`config.mk`:
```
export PLATFORM = sky130hd
export DESIGN_NAME = pgh_override
export DESIGN_NICKNAME = d
export VERILOG_FILES = /design/src/logic/pgh_pkg.sv /design/src/logic/pgh_override.sv
export SDC_FILE = /design/constraint.sdc
export NUM_CORES = 1
export LEC_CHECK = 0
export ABC_AREA = 1
export BUFFER_PORTS_ARGS = -buffer_cell sky130_fd_sc_hd__buf_2
export CAP_MARGIN = 20
export CORE_UTILIZATION = 46
export DETAILED_ROUTE_END_ITERATION = 8
export PLACE_DENSITY = 0.75
export SLEW_MARGIN = 10
export SYNTH_ARGS = -nofsm -noshare
export SYNTH_HDL_FRONTEND = slang
export SYNTH_SLANG_ARGS = --single-unit
```
`constraint.sdc`:
```
create_clock -name aclk -period 1.35 [get_ports aclk]
set_input_delay 0.0675 -clock aclk [delete_from_list [all_inputs] [get_ports aclk]]
set_output_delay 0.0675 -clock aclk [all_outputs]
set_load 0.02 [all_outputs]
```
`src/logic/pgh_pkg.sv`:
```
// Constants for the Port G / Port H alternate-function override block.
// Assumes an AXI4-Lite register slave with 32-bit data and byte addresses.
package pgh_pkg;
   localparam int PGH_G_WIDTH = 6;
   localparam int PGH_H_WIDTH = 8;
   localparam int PGH_SYNC_STAGES = 3;

   // Register byte offsets
   localparam logic [31:0] PGH_OFS_G_PORT = 32'h0000_0000;
   localparam logic [31:0] PGH_OFS_G_DIR = 32'h0000_0004;
   localparam logic [31:0] PGH_OFS_G_PIN = 32'h0000_0008;
   localparam logic [31:0] PGH_OFS_H_PORT = 32'h0000_000C;
   localparam logic [31:0] PGH_OFS_H_DIR = 32'h0000_0010;
   localparam logic [31:0] PGH_OFS_H_PIN = 32'h0000_0014;
   localparam logic [31:0] PGH_OFS_CTRL = 32'h0000_0018;

   // Register decode indices
   localparam logic [2:0] PGH_IDX_G_PORT = 3'h0;
   localparam logic [2:0] PGH_IDX_G_DIR = 3'h1;
   localparam logic [2:0] PGH_IDX_G_PIN = 3'h2;
   localparam logic [2:0] PGH_IDX_H_PORT = 3'h3;
   localparam logic [2:0] PGH_IDX_H_DIR = 3'h4;
   localparam logic [2:0] PGH_IDX_H_PIN = 3'h5;
   localparam logic [2:0] PGH_IDX_CTRL = 3'h6;
   localparam logic [2:0] PGH_IDX_NONE = 3'h7;

   // Control register fields
   localparam int PGH_CTRL_PULLUP_DISABLE = 0;
   localparam int PGH_CTRL_ASYNC_SELECT = 1;
   localparam int PGH_CTRL_EXT_CLOCK = 2;
   localparam int PGH_CTRL_EXT_MEM = 3;
   localparam int PGH_CTRL_WIDTH = 4;

   // Reset values
   localparam logic [5:0] PGH_G_RESET = 6'h00;
   localparam logic [7:0] PGH_H_RESET = 8'h00;
   localparam logic [3:0] PGH_CTRL_RESET = 4'h0;

   // Pin positions, Port G
   localparam int PGH_G_WR = 0;
   localparam int PGH_G_RD = 1;
   localparam int PGH_G_ALE = 2;
   localparam int PGH_G_OSC_OUT = 3;
   localparam int PGH_G_OSC_IN = 4;
   localparam int PGH_G_CMP = 5;

   // Pin positions, Port H
   localparam int PGH_H_RXD = 0;
   localparam int PGH_H_TXD = 1;
   localparam int PGH_H_XCK = 2;
   localparam int PGH_H_T4A = 3;
   localparam int PGH_H_T4B = 4;
   localparam int PGH_H_T4C = 5;
   localparam int PGH_H_T2B = 6;
   localparam int PGH_H_T4CLK = 7;

   // AXI responses
   localparam logic [1:0] PGH_RESP_OKAY = 2'h0;
   localparam logic [1:0] PGH_RESP_DECERR = 2'h3;
endpackage

```
`src/logic/pgh_override.sv`:
```
// Port G / Port H pin override logic with an AXI4-Lite register slave.
// Assumes peripheral signals come from logic on aclk; pad inputs are asynchronous.
`timescale 1ns/1ps

// Operation
// - G5 output value comes from timer0 compare-B when its output is enabled.
// - Async select detaches G4 from the port as oscillator input.
// - Async select with external clock detaches G3 from the port as oscillator output.
// - G4 forced pull-up off, input, input enable equals external-clock bit.
// - G3 forced pull-up off, input, input disabled when async and external clock.
// - External memory forces G2..G0 to outputs carrying ALE, read, write strobes.
// - H7 feeds the timer4 external count clock input.
// - H6 output value comes from timer2 compare-B when enabled.
// - H5 output value comes from timer4 compare-C when enabled.
// - H4 output value comes from timer4 compare-B when enabled.
// - H3 output value comes from timer4 compare-A when enabled.
// - H2 carries serial clock in sync mode; direction bit picks output or input.
// - H1 carries serial transmit data, H0 serial receive data.
// - Receiver enable forces H0 input; pull-up from port bit unless globally disabled.
// - Transmitter enable forces H1 output, pull-up off, value from transmit data.
module pgh_override (
   input wire logic aclk,
   input wire logic aresetn,
   input wire logic [31:0] s_axi_awaddr,
   input wire logic s_axi_awvalid,
   output logic s_axi_awready,
   input wire logic [31:0] s_axi_wdata,
   input wire logic [3:0] s_axi_wstrb,
   input wire logic s_axi_wvalid,
   output logic s_axi_wready,
   output logic [1:0] s_axi_bresp,
   output logic s_axi_bvalid,
   input wire logic s_axi_bready,
   input wire logic [31:0] s_axi_araddr,
   input wire logic s_axi_arvalid,
   output logic s_axi_arready,
   output logic [31:0] s_axi_rdata,
   output logic [1:0] s_axi_rresp,
   output logic s_axi_rvalid,
   input wire logic s_axi_rready,
   input wire logic timer0_compare_b_enable,
   input wire logic timer0_compare_b_out,
   input wire logic timer2_compare_b_enable,
   input wire logic timer2_compare_b_out,
   input wire logic timer4_compare_a_enable,
   input wire logic timer4_compare_a_out,
   input wire logic timer4_compare_b_enable,
   input wire logic timer4_compare_b_out,
   input wire logic timer4_compare_c_enable,
   input wire logic timer4_compare_c_out,
   input wire logic ext_mem_addr_latch,
   input wire logic ext_mem_read_strobe,
   input wire logic ext_mem_write_strobe,
   input wire logic serial2_sync_mode,
   input wire logic serial2_clock_out,
   input wire logic serial2_tx_enable,
   input wire logic serial2_tx_data,
   input wire logic serial2_rx_enable,
   input wire logic [pgh_pkg::PGH_G_WIDTH-1:0] pad_g_in,
   output logic [pgh_pkg::PGH_G_WIDTH-1:0] pad_g_out,
   output logic [pgh_pkg::PGH_G_WIDTH-1:0] pad_g_oe,
   output logic [pgh_pkg::PGH_G_WIDTH-1:0] pad_g_pullup,
   input wire logic [pgh_pkg::PGH_H_WIDTH-1:0] pad_h_in,
   output logic [pgh_pkg::PGH_H_WIDTH-1:0] pad_h_out,
   output logic [pgh_pkg::PGH_H_WIDTH-1:0] pad_h_oe,
   output logic [pgh_pkg::PGH_H_WIDTH-1:0] pad_h_pullup,
   output logic timer2_osc_attached,
   output logic timer4_count_clock_in,
   output logic serial2_ext_clock_in,
   output logic serial2_rx_data
);
   import pgh_pkg::*;

   function automatic logic [2:0] pgh_decode(input logic [31:0] addr);
      case (addr)
         PGH_OFS_G_PORT: pgh_decode = PGH_IDX_G_PORT;
         PGH_OFS_G_DIR: pgh_decode = PGH_IDX_G_DIR;
         PGH_OFS_G_PIN: pgh_decode = PGH_IDX_G_PIN;
         PGH_OFS_H_PORT: pgh_decode = PGH_IDX_H_PORT;
         PGH_OFS_H_DIR: pgh_decode = PGH_IDX_H_DIR;
         PGH_OFS_H_PIN: pgh_decode = PGH_IDX_H_PIN;
         PGH_OFS_CTRL: pgh_decode = PGH_IDX_CTRL;
         default: pgh_decode = PGH_IDX_NONE;
      endcase
   endfunction

   logic [PGH_G_WIDTH-1:0] g_port;
   logic [PGH_G_WIDTH-1:0] pin_g5_direction_vec;
   logic [PGH_H_WIDTH-1:0] h_port;
   logic [PGH_H_WIDTH-1:0] h_dir;
   logic [PGH_CTRL_WIDTH-1:0] async_status_reg;
   logic global_pullup_disable;
   logic timer2_async_select;
   logic ext_clock_input_select;
   logic ext_mem_enable;

   assign global_pullup_disable = async_status_reg[PGH_CTRL_PULLUP_DISABLE];
   assign timer2_async_select = async_status_reg[PGH_CTRL_ASYNC_SELECT];
   assign ext_clock_input_select = async_status_reg[PGH_CTRL_EXT_CLOCK];
   assign ext_mem_enable = async_status_reg[PGH_CTRL_EXT_MEM];

   // Bus write path: address and data latched independently
   logic aw_held;
   logic w_held;
   logic [31:0] awaddr_q;
   logic [31:0] wdata_q;
   logic wstrb0_q;
   logic do_write;
   logic [2:0] wr_idx;

   assign do_write = aw_held & w_held & ~s_axi_bvalid;
   assign wr_idx = pgh_decode(awaddr_q);

   always_ff @(posedge aclk) begin
      if (!aresetn) begin
         aw_held <= 1'b0;
         s_axi_awready <= 1'b0;
         awaddr_q <= 32'h0000_0000;
      end else if (s_axi_awvalid && s_axi_awready) begin
         aw_held <= 1'b1;
         s_axi_awready <= 1'b0;
         awaddr_q <= s_axi_awaddr;
      end else if (do_write) begin
         aw_held <= 1'b0;
      end else if (!aw_held && (!s_axi_bvalid || s_axi_bready)) begin
         s_axi_awready <= 1'b1;
      end
   end

   always_ff @(posedge aclk) begin
      if (!aresetn) begin
         w_held <= 1'b0;
         s_axi_wready <= 1'b0;
         wdata_q <= 32'h0000_0000;
         wstrb0_q <= 1'b0;
      end else if (s_axi_wvalid && s_axi_wready) begin
         w_held <= 1'b1;
         s_axi_wready <= 1'b0;
         wdata_q <= s_axi_wdata;
         wstrb0_q <= s_axi_wstrb[0];
      end else if (do_write) begin
         w_held <= 1'b0;
      end else if (!w_held && (!s_axi_bvalid || s_axi_bready)) begin
         s_axi_wready <= 1'b1;
      end
   end

   always_ff @(posedge aclk) begin
      if (!aresetn) begin
         s_axi_bvalid <= 1'b0;
         s_axi_bresp <= PGH_RESP_OKAY;
      end else if (do_write) begin
         s_axi_bvalid <= 1'b1;
         s_axi_bresp <= (wr_idx == PGH_IDX_NONE) ? PGH_RESP_DECERR : PGH_RESP_OKAY;
      end else if (s_axi_bready) begin
         s_axi_bvalid <= 1'b0;
      end
   end

   // All fields live in byte lane 0; pin registers ignore writes
   always_ff @(posedge aclk) begin
      if (!aresetn) begin
         g_port <= PGH_G_RESET;
         pin_g5_direction_vec <= PGH_G_RESET;
         h_port <= PGH_H_RESET;
         h_dir <= PGH_H_RESET;
         async_status_reg <= PGH_CTRL_RESET;
      end else if (do_write && wstrb0_q) begin
         case (wr_idx)
            PGH_IDX_G_PORT: g_port <= wdata_q[PGH_G_WIDTH-1:0];
            PGH_IDX_G_DIR: pin_g5_direction_vec <= wdata_q[PGH_G_WIDTH-1:0];
            PGH_IDX_H_PORT: h_port <= wdata_q[PGH_H_WIDTH-1:0];
            PGH_IDX_H_DIR: h_dir <= wdata_q[PGH_H_WIDTH-1:0];
            PGH_IDX_CTRL: async_status_reg <= wdata_q[PGH_CTRL_WIDTH-1:0];
            default: ;
         endcase
      end
   end

   // Pad input synchronisers: value accepted once stages two and three agree
   logic [PGH_G_WIDTH-1:0] g_sync [PGH_SYNC_STAGES];
   logic [PGH_H_WIDTH-1:0] h_sync [PGH_SYNC_STAGES];
   logic [PGH_G_WIDTH-1:0] g_pin_q;
   logic [PGH_H_WIDTH-1:0] h_pin_q;

   always_ff @(posedge aclk) begin
      if (!aresetn) begin
         // Receive line idles high; a low reset value would fake a start bit
         for (int i = 0; i < PGH_SYNC_STAGES; i++) begin
            g_sync[i] <= PGH_G_RESET;
            h_sync[i] <= PGH_H_RESET | PGH_H_WIDTH'(1 << PGH_H_RXD);
         end
         g_pin_q <= PGH_G_RESET;
         h_pin_q <= PGH_H_RESET | PGH_H_WIDTH'(1 << PGH_H_RXD);
      end else begin
         g_sync[0] <= pad_g_in;
         h_sync[0] <= pad_h_in;
         for (int i = 1; i < PGH_SYNC_STAGES; i++) begin
            g_sync[i] <= g_sync[i-1];
            h_sync[i] <= h_sync[i-1];
         end
         g_pin_q <= (g_sync[1] & g_sync[2]) | (g_pin_q & (g_sync[1] ^ g_sync[2]));
         h_pin_q <= (h_sync[1] & h_sync[2]) | (h_pin_q & (h_sync[1] ^ h_sync[2]));
      end
   end

   // Override signals, Port G
   logic [PGH_G_WIDTH-1:0] g_pullup_override_enable;
   logic [PGH_G_WIDTH-1:0] g_pullup_override_value;
   logic [PGH_G_WIDTH-1:0] g_direction_override_enable;
   logic [PGH_G_WIDTH-1:0] g_direction_override_value;
   logic [PGH_G_WIDTH-1:0] g_output_value_override_enable;
   logic [PGH_G_WIDTH-1:0] g_output_value_override_value;
   logic [PGH_G_WIDTH-1:0] g_input_enable_override_enable;
   logic [PGH_G_WIDTH-1:0] g_input_enable_override_value;
   logic osc_out_claimed;

   assign osc_out_claimed = timer2_async_select & ext_clock_input_select;

   always_comb begin
      g_pullup_override_enable = '0;
      g_pullup_override_value = '0;
      g_direction_override_enable = '0;
      g_direction_override_value = '0;
      g_output_value_override_enable = '0;
      g_output_value_override_value = '0;
      g_input_enable_override_enable = '0;
      g_input_enable_override_value = '0;
      g_output_value_override_enable[PGH_G_CMP] = timer0_compare_b_enable;
      g_output_value_override_value[PGH_G_CMP] = timer0_compare_b_out;
      g_pullup_override_enable[PGH_G_OSC_IN] = timer2_async_select;
      g_direction_override_enable[PGH_G_OSC_IN] = timer2_async_select;
      g_input_enable_override_enable[PGH_G_OSC_IN] = timer2_async_select;
      g_input_enable_override_value[PGH_G_OSC_IN] = ext_clock_input_select;
      g_pullup_override_enable[PGH_G_OSC_OUT] = osc_out_claimed;
      g_direction_override_enable[PGH_G_OSC_OUT] = osc_out_claimed;
      g_input_enable_override_enable[PGH_G_OSC_OUT] = osc_out_claimed;
      for (int i = PGH_G_WR; i <= PGH_G_ALE; i++) begin
         g_pullup_override_enable[i] = ext_mem_enable;
         g_direction_override_enable[i] = ext_mem_enable;
         g_direction_override_value[i] = 1'b1;
         g_output_value_override_enable[i] = ext_mem_enable;
      end
      g_output_value_override_value[PGH_G_ALE] = ext_mem_addr_latch;
      g_output_value_override_value[PGH_G_RD] = ext_mem_read_strobe;
      g_output_value_override_value[PGH_G_WR] = ext_mem_write_strobe;
   end

   // Override signals, Port H
   logic [PGH_H_WIDTH-1:0] h_pullup_override_enable;
   logic [PGH_H_WIDTH-1:0] h_pullup_override_value;
   logic [PGH_H_WIDTH-1:0] h_direction_override_enable;
   logic [PGH_H_WIDTH-1:0] h_direction_override_value;
   logic [PGH_H_WIDTH-1:0] h_output_value_override_enable;
   logic [PGH_H_WIDTH-1:0] h_output_value_override_value;
   logic xck_drives;

   // Clock is driven only in sync mode with the direction bit set
   assign xck_drives = serial2_sync_mode & h_dir[PGH_H_XCK];

   always_comb begin
      h_pullup_override_enable = '0;
      h_pullup_override_value = '0;
      h_direction_override_enable = '0;
      h_direction_override_value = '0;
      h_output_value_override_enable = '0;
      h_output_value_override_value = '0;
      h_output_value_override_enable[PGH_H_T2B] = timer2_compare_b_enable;
      h_output_value_override_value[PGH_H_T2B] = timer2_compare_b_out;
      h_output_value_override_enable[PGH_H_T4C] = timer4_compare_c_enable;
      h_output_value_override_value[PGH_H_T4C] = timer4_compare_c_out;
      h_output_value_override_enable[PGH_H_T4B] = timer4_compare_b_enable;
      h_output_value_override_value[PGH_H_T4B] = timer4_compare_b_out;
      h_output_value_override_enable[PGH_H_T4A] = timer4_compare_a_enable;
      h_output_value_override_value[PGH_H_T4A] = timer4_compare_a_out;
      h_direction_override_enable[PGH_H_XCK] = xck_drives;
      h_direction_override_value[PGH_H_XCK] = 1'b1;
      h_output_value_override_enable[PGH_H_XCK] = xck_drives;
      h_output_value_override_value[PGH_H_XCK] = serial2_clock_out;
      h_pullup_override_enable[PGH_H_TXD] = serial2_tx_enable;
      h_direction_override_enable[PGH_H_TXD] = serial2_tx_enable;
      h_direction_override_value[PGH_H_TXD] = 1'b1;
      h_output_value_override_enable[PGH_H_TXD] = serial2_tx_enable;
      h_output_value_override_value[PGH_H_TXD] = serial2_tx_data;
      h_pullup_override_enable[PGH_H_RXD] = serial2_rx_enable;
      h_pullup_override_value[PGH_H_RXD] = h_port[PGH_H_RXD] & ~global_pullup_disable;
      h_direction_override_enable[PGH_H_RXD] = serial2_rx_enable;
   end

   // Per-pin merge of overrides with port registers
   logic [PGH_G_WIDTH-1:0] next_g_out;
   logic [PGH_G_WIDTH-1:0] next_g_oe;
   logic [PGH_G_WIDTH-1:0] next_g_pullup;
   logic [PGH_G_WIDTH-1:0] g_input_enable;
   logic [PGH_H_WIDTH-1:0] next_h_out;
   logic [PGH_H_WIDTH-1:0] next_h_oe;
   logic [PGH_H_WIDTH-1:0] next_h_pullup;

   for (genvar i = 0; i < PGH_G_WIDTH; i++) begin : g_merge
      assign next_g_oe[i] = g_direction_override_enable[i] ?
         g_direction_override_value[i] : pin_g5_direction_vec[i];
      assign next_g_out[i] = g_output_value_override_enable[i] ?
         g_output_value_override_value[i] : g_port[i];
      assign next_g_pullup[i] = g_pullup_override_enable[i] ? g_pullup_override_value[i] :
         (g_port[i] & ~pin_g5_direction_vec[i] & ~global_pullup_disable);
      assign g_input_enable[i] = g_input_enable_override_enable[i] ?
         g_input_enable_override_value[i] : 1'b1;
   end

   for (genvar i = 0; i < PGH_H_WIDTH; i++) begin : h_merge
      assign next_h_oe[i] = h_direction_override_enable[i] ?
         h_direction_override_value[i] : h_dir[i];
      assign next_h_out[i] = h_output_value_override_enable[i] ?
         h_output_value_override_value[i] : h_port[i];
      assign next_h_pullup[i] = h_pullup_override_enable[i] ? h_pullup_override_value[i] :
         (h_port[i] & ~h_dir[i] & ~global_pullup_disable);
   end

   // Pad and peripheral outputs registered; adds one cycle to every override path except the Port G input-enable gate on pin reads
   always_ff @(posedge aclk) begin
      if (!aresetn) begin
         pad_g_out <= PGH_G_RESET;
         pad_g_oe <= PGH_G_RESET;
         pad_g_pullup <= PGH_G_RESET;
         pad_h_out <= PGH_H_RESET;
         pad_h_oe <= PGH_H_RESET;
         pad_h_pullup <= PGH_H_RESET;
      end else begin
         pad_g_out <= next_g_out;
         pad_g_oe <= next_g_oe;
         pad_g_pullup <= next_g_pullup;
         pad_h_out <= next_h_out;
         pad_h_oe <= next_h_oe;
         pad_h_pullup <= next_h_pullup;
      end
   end

   always_ff @(posedge aclk) begin
      if (!aresetn) begin
         timer2_osc_attached <= 1'b0;
         timer4_count_clock_in <= 1'b0;
         serial2_ext_clock_in <= 1'b0;
         serial2_rx_data <= 1'b1;
      end else begin
         timer2_osc_attached <= timer2_async_select;
         timer4_count_clock_in <= h_pin_q[PGH_H_T4CLK];
         serial2_ext_clock_in <= h_pin_q[PGH_H_XCK] & serial2_sync_mode;
         serial2_rx_data <= h_pin_q[PGH_H_RXD];
      end
   end

   // Read path: one-cycle answer
   logic [31:0] rd_word;
   always_comb begin
      rd_word = 32'h0000_0000;
      case (pgh_decode(s_axi_araddr))
         PGH_IDX_G_PORT: rd_word[PGH_G_WIDTH-1:0] = g_port;
         PGH_IDX_G_DIR: rd_word[PGH_G_WIDTH-1:0] = pin_g5_direction_vec;
         PGH_IDX_G_PIN: rd_word[PGH_G_WIDTH-1:0] = g_pin_q & g_input_enable;
         PGH_IDX_H_PORT: rd_word[PGH_H_WIDTH-1:0] = h_port;
         PGH_IDX_H_DIR: rd_word[PGH_H_WIDTH-1:0] = h_dir;
         PGH_IDX_H_PIN: rd_word[PGH_H_WIDTH-1:0] = h_pin_q;
         PGH_IDX_CTRL: rd_word[PGH_CTRL_WIDTH-1:0] = async_status_reg;
         default: rd_word = 32'h0000_0000;
      endcase
   end

   always_ff @(posedge aclk) begin
      if (!aresetn) begin
         s_axi_arready <= 1'b0;
         s_axi_rvalid <= 1'b0;
         s_axi_rdata <= 32'h0000_0000;
         s_axi_rresp <= PGH_RESP_OKAY;
      end else if (s_axi_arvalid && s_axi_arready) begin
         s_axi_arready <= 1'b0;
         s_axi_rvalid <= 1'b1;
         s_axi_rdata <= rd_word;
         s_axi_rresp <= (pgh_decode(s_axi_araddr) == PGH_IDX_NONE) ?
            PGH_RESP_DECERR : PGH_RESP_OKAY;
      end else if (s_axi_rvalid && s_axi_rready) begin
         s_axi_rvalid <= 1'b0;
         s_axi_arready <= 1'b1;
      end else if (!s_axi_rvalid) begin
         s_axi_arready <= 1'b1;
      end
   end
endmodule // pgh_override

```
== Word-level counts from Yosys, hierarchy flattened ==
Memories as Yosys holds them, arrays and structs flattened.
Cells that the tools add are included.

* Register bits after elaboration: 152
* RAM bits: 42
* Bits of input ports: 139
* Output and inout port bits: 87
* Word-level logic and storage cells: 209
* Memories: 2

* Equality and inequality tests: 25
* Muxes and demuxes: 44
* Bitwise gates (word level): 67
* Reductions and logical operators: 34

{| class="wikitable"
|+ Memory list
! name !! words !! width !! rd ports !! clocked after memory_dff !! wr ports !! line !! RTL
|-
| h_sync || 3 || 8 || 3 || 0 || 3 || pgh_override.sv:182 || <nowiki>logic [PGH_H_WIDTH-1:0] h_sync [PGH_SYNC_STAGES];</nowiki>
|-
| g_sync || 3 || 6 || 3 || 0 || 3 || pgh_override.sv:181 || <nowiki>logic [PGH_G_WIDTH-1:0] g_sync [PGH_SYNC_STAGES];</nowiki>
|}

{| class="wikitable"
|+ Operators with widths
! kind !! count
|-
| $eq A32 B5 Y1 const B || 6
|-
| $eq A32 B4 Y1 const B || 4
|-
| $eq A32 B3 Y1 const B || 2
|-
| $logic_not A32 Y1 || 2
|-
| $pmux W3 S7 || 2
|-
| $and A1 B1 Y1 || 34
|-
| $mux W1 || 29
|-
| $pmux W4 S7 || 1
|-
| $mux W8 || 3
|-
| $eq A3 B3 Y1 const B || 7
|-
| $and A6 B6 Y6 || 3
|-
| $mux W6 || 3
|-
| $not A1 Y1 || 18
|-
| $and A8 B8 Y8 || 2
|-
| $reduce_or A2 Y1 || 8
|-
| $reduce_and A2 Y1 || 7
|-
| $pmux W2 S6 || 1
|-
| $eq A3 B2 Y1 const B || 3
|-
| $or A8 B8 Y8 || 1
|-
| $reduce_bool A2 Y1 || 4
|-
| $xor A8 B8 Y8 || 1
|-
| $logic_and A1 B1 Y1 || 7
|-
| $eq A3 B1 Y1 const B || 2
|-
| $logic_not A3 Y1 || 2
|-
| other kinds (9) || 18
|}

== Logic depth before layout (Yosys ltp) ==
* Word-level depth: 6
* Gate-level depth with buffers: 14
* Gate-level depth less buffers: 14

== Worst setup path before layout ==
No wires, ideal clock.

* Path kind: reg2reg
* Start point: reg awaddr_q[0]
* End point: reg h_dir[0]
* Setup time: 132 ps
* Data arrival time: 1366 ps
* Data required time: 1218 ps
* Setup slack: -149 ps
* Stages on the path, launching flop included: 9
* Path buffers: 0
* Clock period less this slack: 1499 ps
* Cell sequence: dfxtp_1 -> nor2_1 -> inv_1 -> nor3_1 -> nand4_1 -> nor2_2 -> inv_1 -> nand2_1 -> a21oi_1

* Cells in the longest elaborated chain, start to end: 4
* Elaborated cells on any way between the ends: 10
* Classes of those cells: eq/ne (7); mux (1); reduce/logical (2)

{| class="wikitable"
|+ RTL lines
! what !! line !! RTL
|-
| start: declaration || pgh_override.sv:105 || <nowiki>logic [31:0] awaddr_q;</nowiki>
|-
| start signal: assignment || pgh_override.sv:122 || <nowiki>awaddr_q <= s_axi_awaddr;</nowiki>
|-
| $eq A32 B5 Y1 (tied with other cells) || pgh_override.sv:75 || <nowiki>case (addr)</nowiki>
|-
| $pmux W3 S7 (*) || pgh_override.sv:75 ||
|-
| $eq A3 B3 Y1 (*) || pgh_override.sv:169 || <nowiki>case (wr_idx)</nowiki>
|-
| $reduce_and A2 Y1 (no source line) (*) || n/a ||
|-
| end signal: assignment || pgh_override.sv:173 || <nowiki>PGH_IDX_H_DIR: h_dir <= wdata_q[PGH_H_WIDTH-1:0];</nowiki>
|-
| end: declaration || pgh_override.sv:90 || <nowiki>logic [PGH_H_WIDTH-1:0] h_dir;</nowiki>
|}

Mark *: on every way between the ends. The rest lies on a longest branch, timed or not.
A chain may end at the register's enable or synchronous reset.

== Worst setup path in the final report ==
* Start point: reg awaddr_q[10]
* End point: reg h_dir[4]

Same word-level chain as after synthesis.

==> impl_results.md <==
- Status: complete, but fails checks
- Failing checks: negative setup slack
- Post-DP Area: 0.00891 mm^2
- Die W: 129 um
- Cell area after synthesis: 0.00748 mm^2
- Ratio of routed vias to standard cells: 4.75
- Met1 wire length: 8.53 mm
- Leakage: roughly 5.1 nW
- ANT nets after route: 0
- Worst slew margin: 61.9%
- YS warnings: 0
- Crit path buf inv count: 2
- Detailed Route Iter0 Violations: 429
- Max Fclk: 0.654 GHz
- CP cell instances: nor3_2, nand4_1, inv_2, nand4_1, nor2_4, buf_6, nand2_2, a21oi_1
- Initial Util: 47.1%
- Final Hold Fails: 0
- Die height: 129 um
- Crit-path slowest cell: dfxtp_2
- Post-route insts no fill: 1,512
- Routed wire length: approximately 20 mm
- Max-slew violation count: 0
- Hpwl dp: 13.6 mm
- Pre-antenna DRT Iters: 7
- Root Buffer: clkbuf_16
- Worst skew pair latency: 0.43 ns
- Met2 Wirelength: 9.84 mm
- P&R area growth vs syn: 39.9%
- Cells after synthesis: 976
- Total GRT Usage: between 20% and 30%
- Core area: between 0.015 and 0.02 mm^2
- Critical Path End Type: flip-flop
- Final WS setup: -0.178 ns
- Data arrival, critical path: 1.89 ns
- Max incr delay on CP: about 0.32 ns
- H-tree depth: 4
- # diodes: 0
- Fin crit period: between 1.5 and 2 ns
- Synthesis-stage register bit count: roughly 190
- Layout Nets: 1,436
- Layout cells sized above 1: about 28%
- CTS Sinks: 192
- CTS Buf Count: 17
- Total gr overflow: 0
- Final setup vio count: 32
- Clock transition at path regs: roughly 0.07 ns
- Post-placement cell count: 1,399
- IO buf count: 174
- Slew @ Worst Pin: 0.569 ns
- Delay-heaviest family, CP: simple AND/OR/NAND/NOR gates
- Fin Clk Skew: 0.0123 ns
- Crit-path max FO: 7
- Sequential-to-total area share from yosys stat: approximately half
- Row Count: 46
- Critical path class: flip-flop to flip-flop
- DRC violations left: 0
- DR top layer: met4
- Min-delay worst type: input port to flip-flop
- Avg Inst Size Synth: 7.66 um^2
- Largest registers: awaddr_q (32), h_sync (24), g_sync (18)
- First-pass GRT wire length: 31.3 mm
- RSZ-0062 raised after global routing: yes
- Yosys cell types: 33
- Final period util: 113%
- Most frequent cells in the layout: 193 x nand2_1, 186 x dfxtp_1, 174 x buf_2
- Maximum vdd ir drop: roughly 950 uV
- Critical path required time: approximately 1.7 ns
- Max-Cap Viols: 0
- Initial antenna violation count: 0
- Multi-input gate area: 0.00301 mm^2
- Longest Clk Path Bufs: 2
- Largest net degree at the start of global routing: 45
- Wirelength per Cell: 13.3 um
- Sequential Area: 0.00385 mm^2
- Die ar.: 0.0168 mm^2
- Final Instance Area: ~0.010 mm^2
- Startpoint types: flip-flop
- DR WL met3: 1.09 mm
- Fillers: between 1,000 and 1,500
- Most common cell after layout, fill and taps aside: nand2_1
- Most frequent CP cell: nand4_1
- Via Count: slightly above 7,000
- Vias in the first global route: about 6,700
- Max reg flops: 32
- Final GP Congestion: about 0.92
- CTS tree: yes
- Largest register by flop count: awaddr_q
- Power per standard cell area: between 1000 and 1500 mW/mm^2
- Ports: 226
power by group:
part | internal (mW) | switching, mW | leakage, nW
logic | 0.540 | 0.603 | 3.26
clock network | 3.08 | 2.14 | 0.300
registers | 5.84 | 0.108 | 1.57
total | 9.45 | 2.86 | 5.13
what timing repair did:
item | in CTS | in global routing
pin swaps | 15 | 10
setup endpoints to repair | 33 | 45
resized for setup | 20 | 33
hold buffers | 76 | 1
setup buffers | 2 | 3
endpoints found under the hold margin | 73 | 1
worst paths after layout:
path                             start                       end  depth (start not counted)  slack [ns]
max          awaddr_q[10]$_SDFFE_PN0P_     h_dir[4]$_SDFFE_PN0P_                          8       -0.18
min                            aresetn   pad_g_out[2]$_SDFF_PN0_                          3        0.05
max reg2reg  awaddr_q[10]$_SDFFE_PN0P_     h_dir[4]$_SDFFE_PN0P_                          8       -0.18
min reg2reg    g_sync[0][4]$_SDFF_PN0_  g_sync[0][10]$_SDFF_PN0_                          2        0.41
per-layer routing:
metal / up-vias / global-route usage, %
met4: 0 / 10.8
met1: 3262 / 28.5
met3: 53 / 5.28
li1: 3622 / -
met2: 251 / 42.3
met5: - / 0
worst register-to-register path, delay by kind of cell, from the launching register on:
kind            cells  cell delay (ns)
flops               1             0.32
compound gates      1             0.13
simple gates        5             0.72
buf+inv             2             0.30
through the flow:
| step | worst slack, ns | util, % | hold WS [ns] | total power, mW | TNS (ns) |
|---|---|---|---|---|---|
| global placement | -0.251 | 56.1 | 0.247 | 6.97 | -5.74 |
| finish | -0.178 | 65.8 | 0.0454 | 12.3 | -3.96 |
| global route | -0.326 | 65.8 | 0.0484 | 12.8 | -8.81 |
| floorplan | -0.0154 | - | 0.145 | 6.61 | -0.121 |
| detailed placement | -0.234 | 56.1 | 0.252 | 6.99 | -5.92 |
| CTS | -0.168 | 65.3 | 0.0272 | 12.3 | -4.24 |
cell usage after synthesis (all sizes together):
cell type	count	area, um^2
inv	142	533
ha	14	175
o21ai	54	282
o21a	1	7.51
clkinv	2	7.51
nor4	4	25.0
conb	1	3.75
dfxtp	192	3840
nand4	16	100
a21oi	95	490
o22ai	2	12.5
nor2	131	551
nand2	220	858
nand3	24	135
o211ai	2	15.0
clkbuf	23	86.3
o2111ai	2	17.5
buf	29	206
a22o	2	17.5
or2	3	18.8
nor3	17	90.1
cell families (layout without fill, tap and decap cells):
kind of cell | count (synthesis) | after routing | synth area share, %
AND/OR/NAND/NOR | 415 | 415 | 23.8
flip-flops | 192 | 192 | 51.4
other | 1 | 24 | 0.0502
adder cells (fa/ha/maj) | 14 | 14 | 2.34
AO/OA/AOI/OAI | 158 | 158 | 11.3
buffers and inverters | 196 | 493 | 11.1
final cells by class:
cell class,count,share of cell area (%)
Sequential cell,192,36.8
Multi-Input combinational cell,611,28.7
Timing Repair Buffer,317,20.7
Inverter,144,5.22
Clock buffer,21,4.50
Tap cell,216,2.58
Clock inverter,11,1.44
Power figures use the tool's default switching activity.
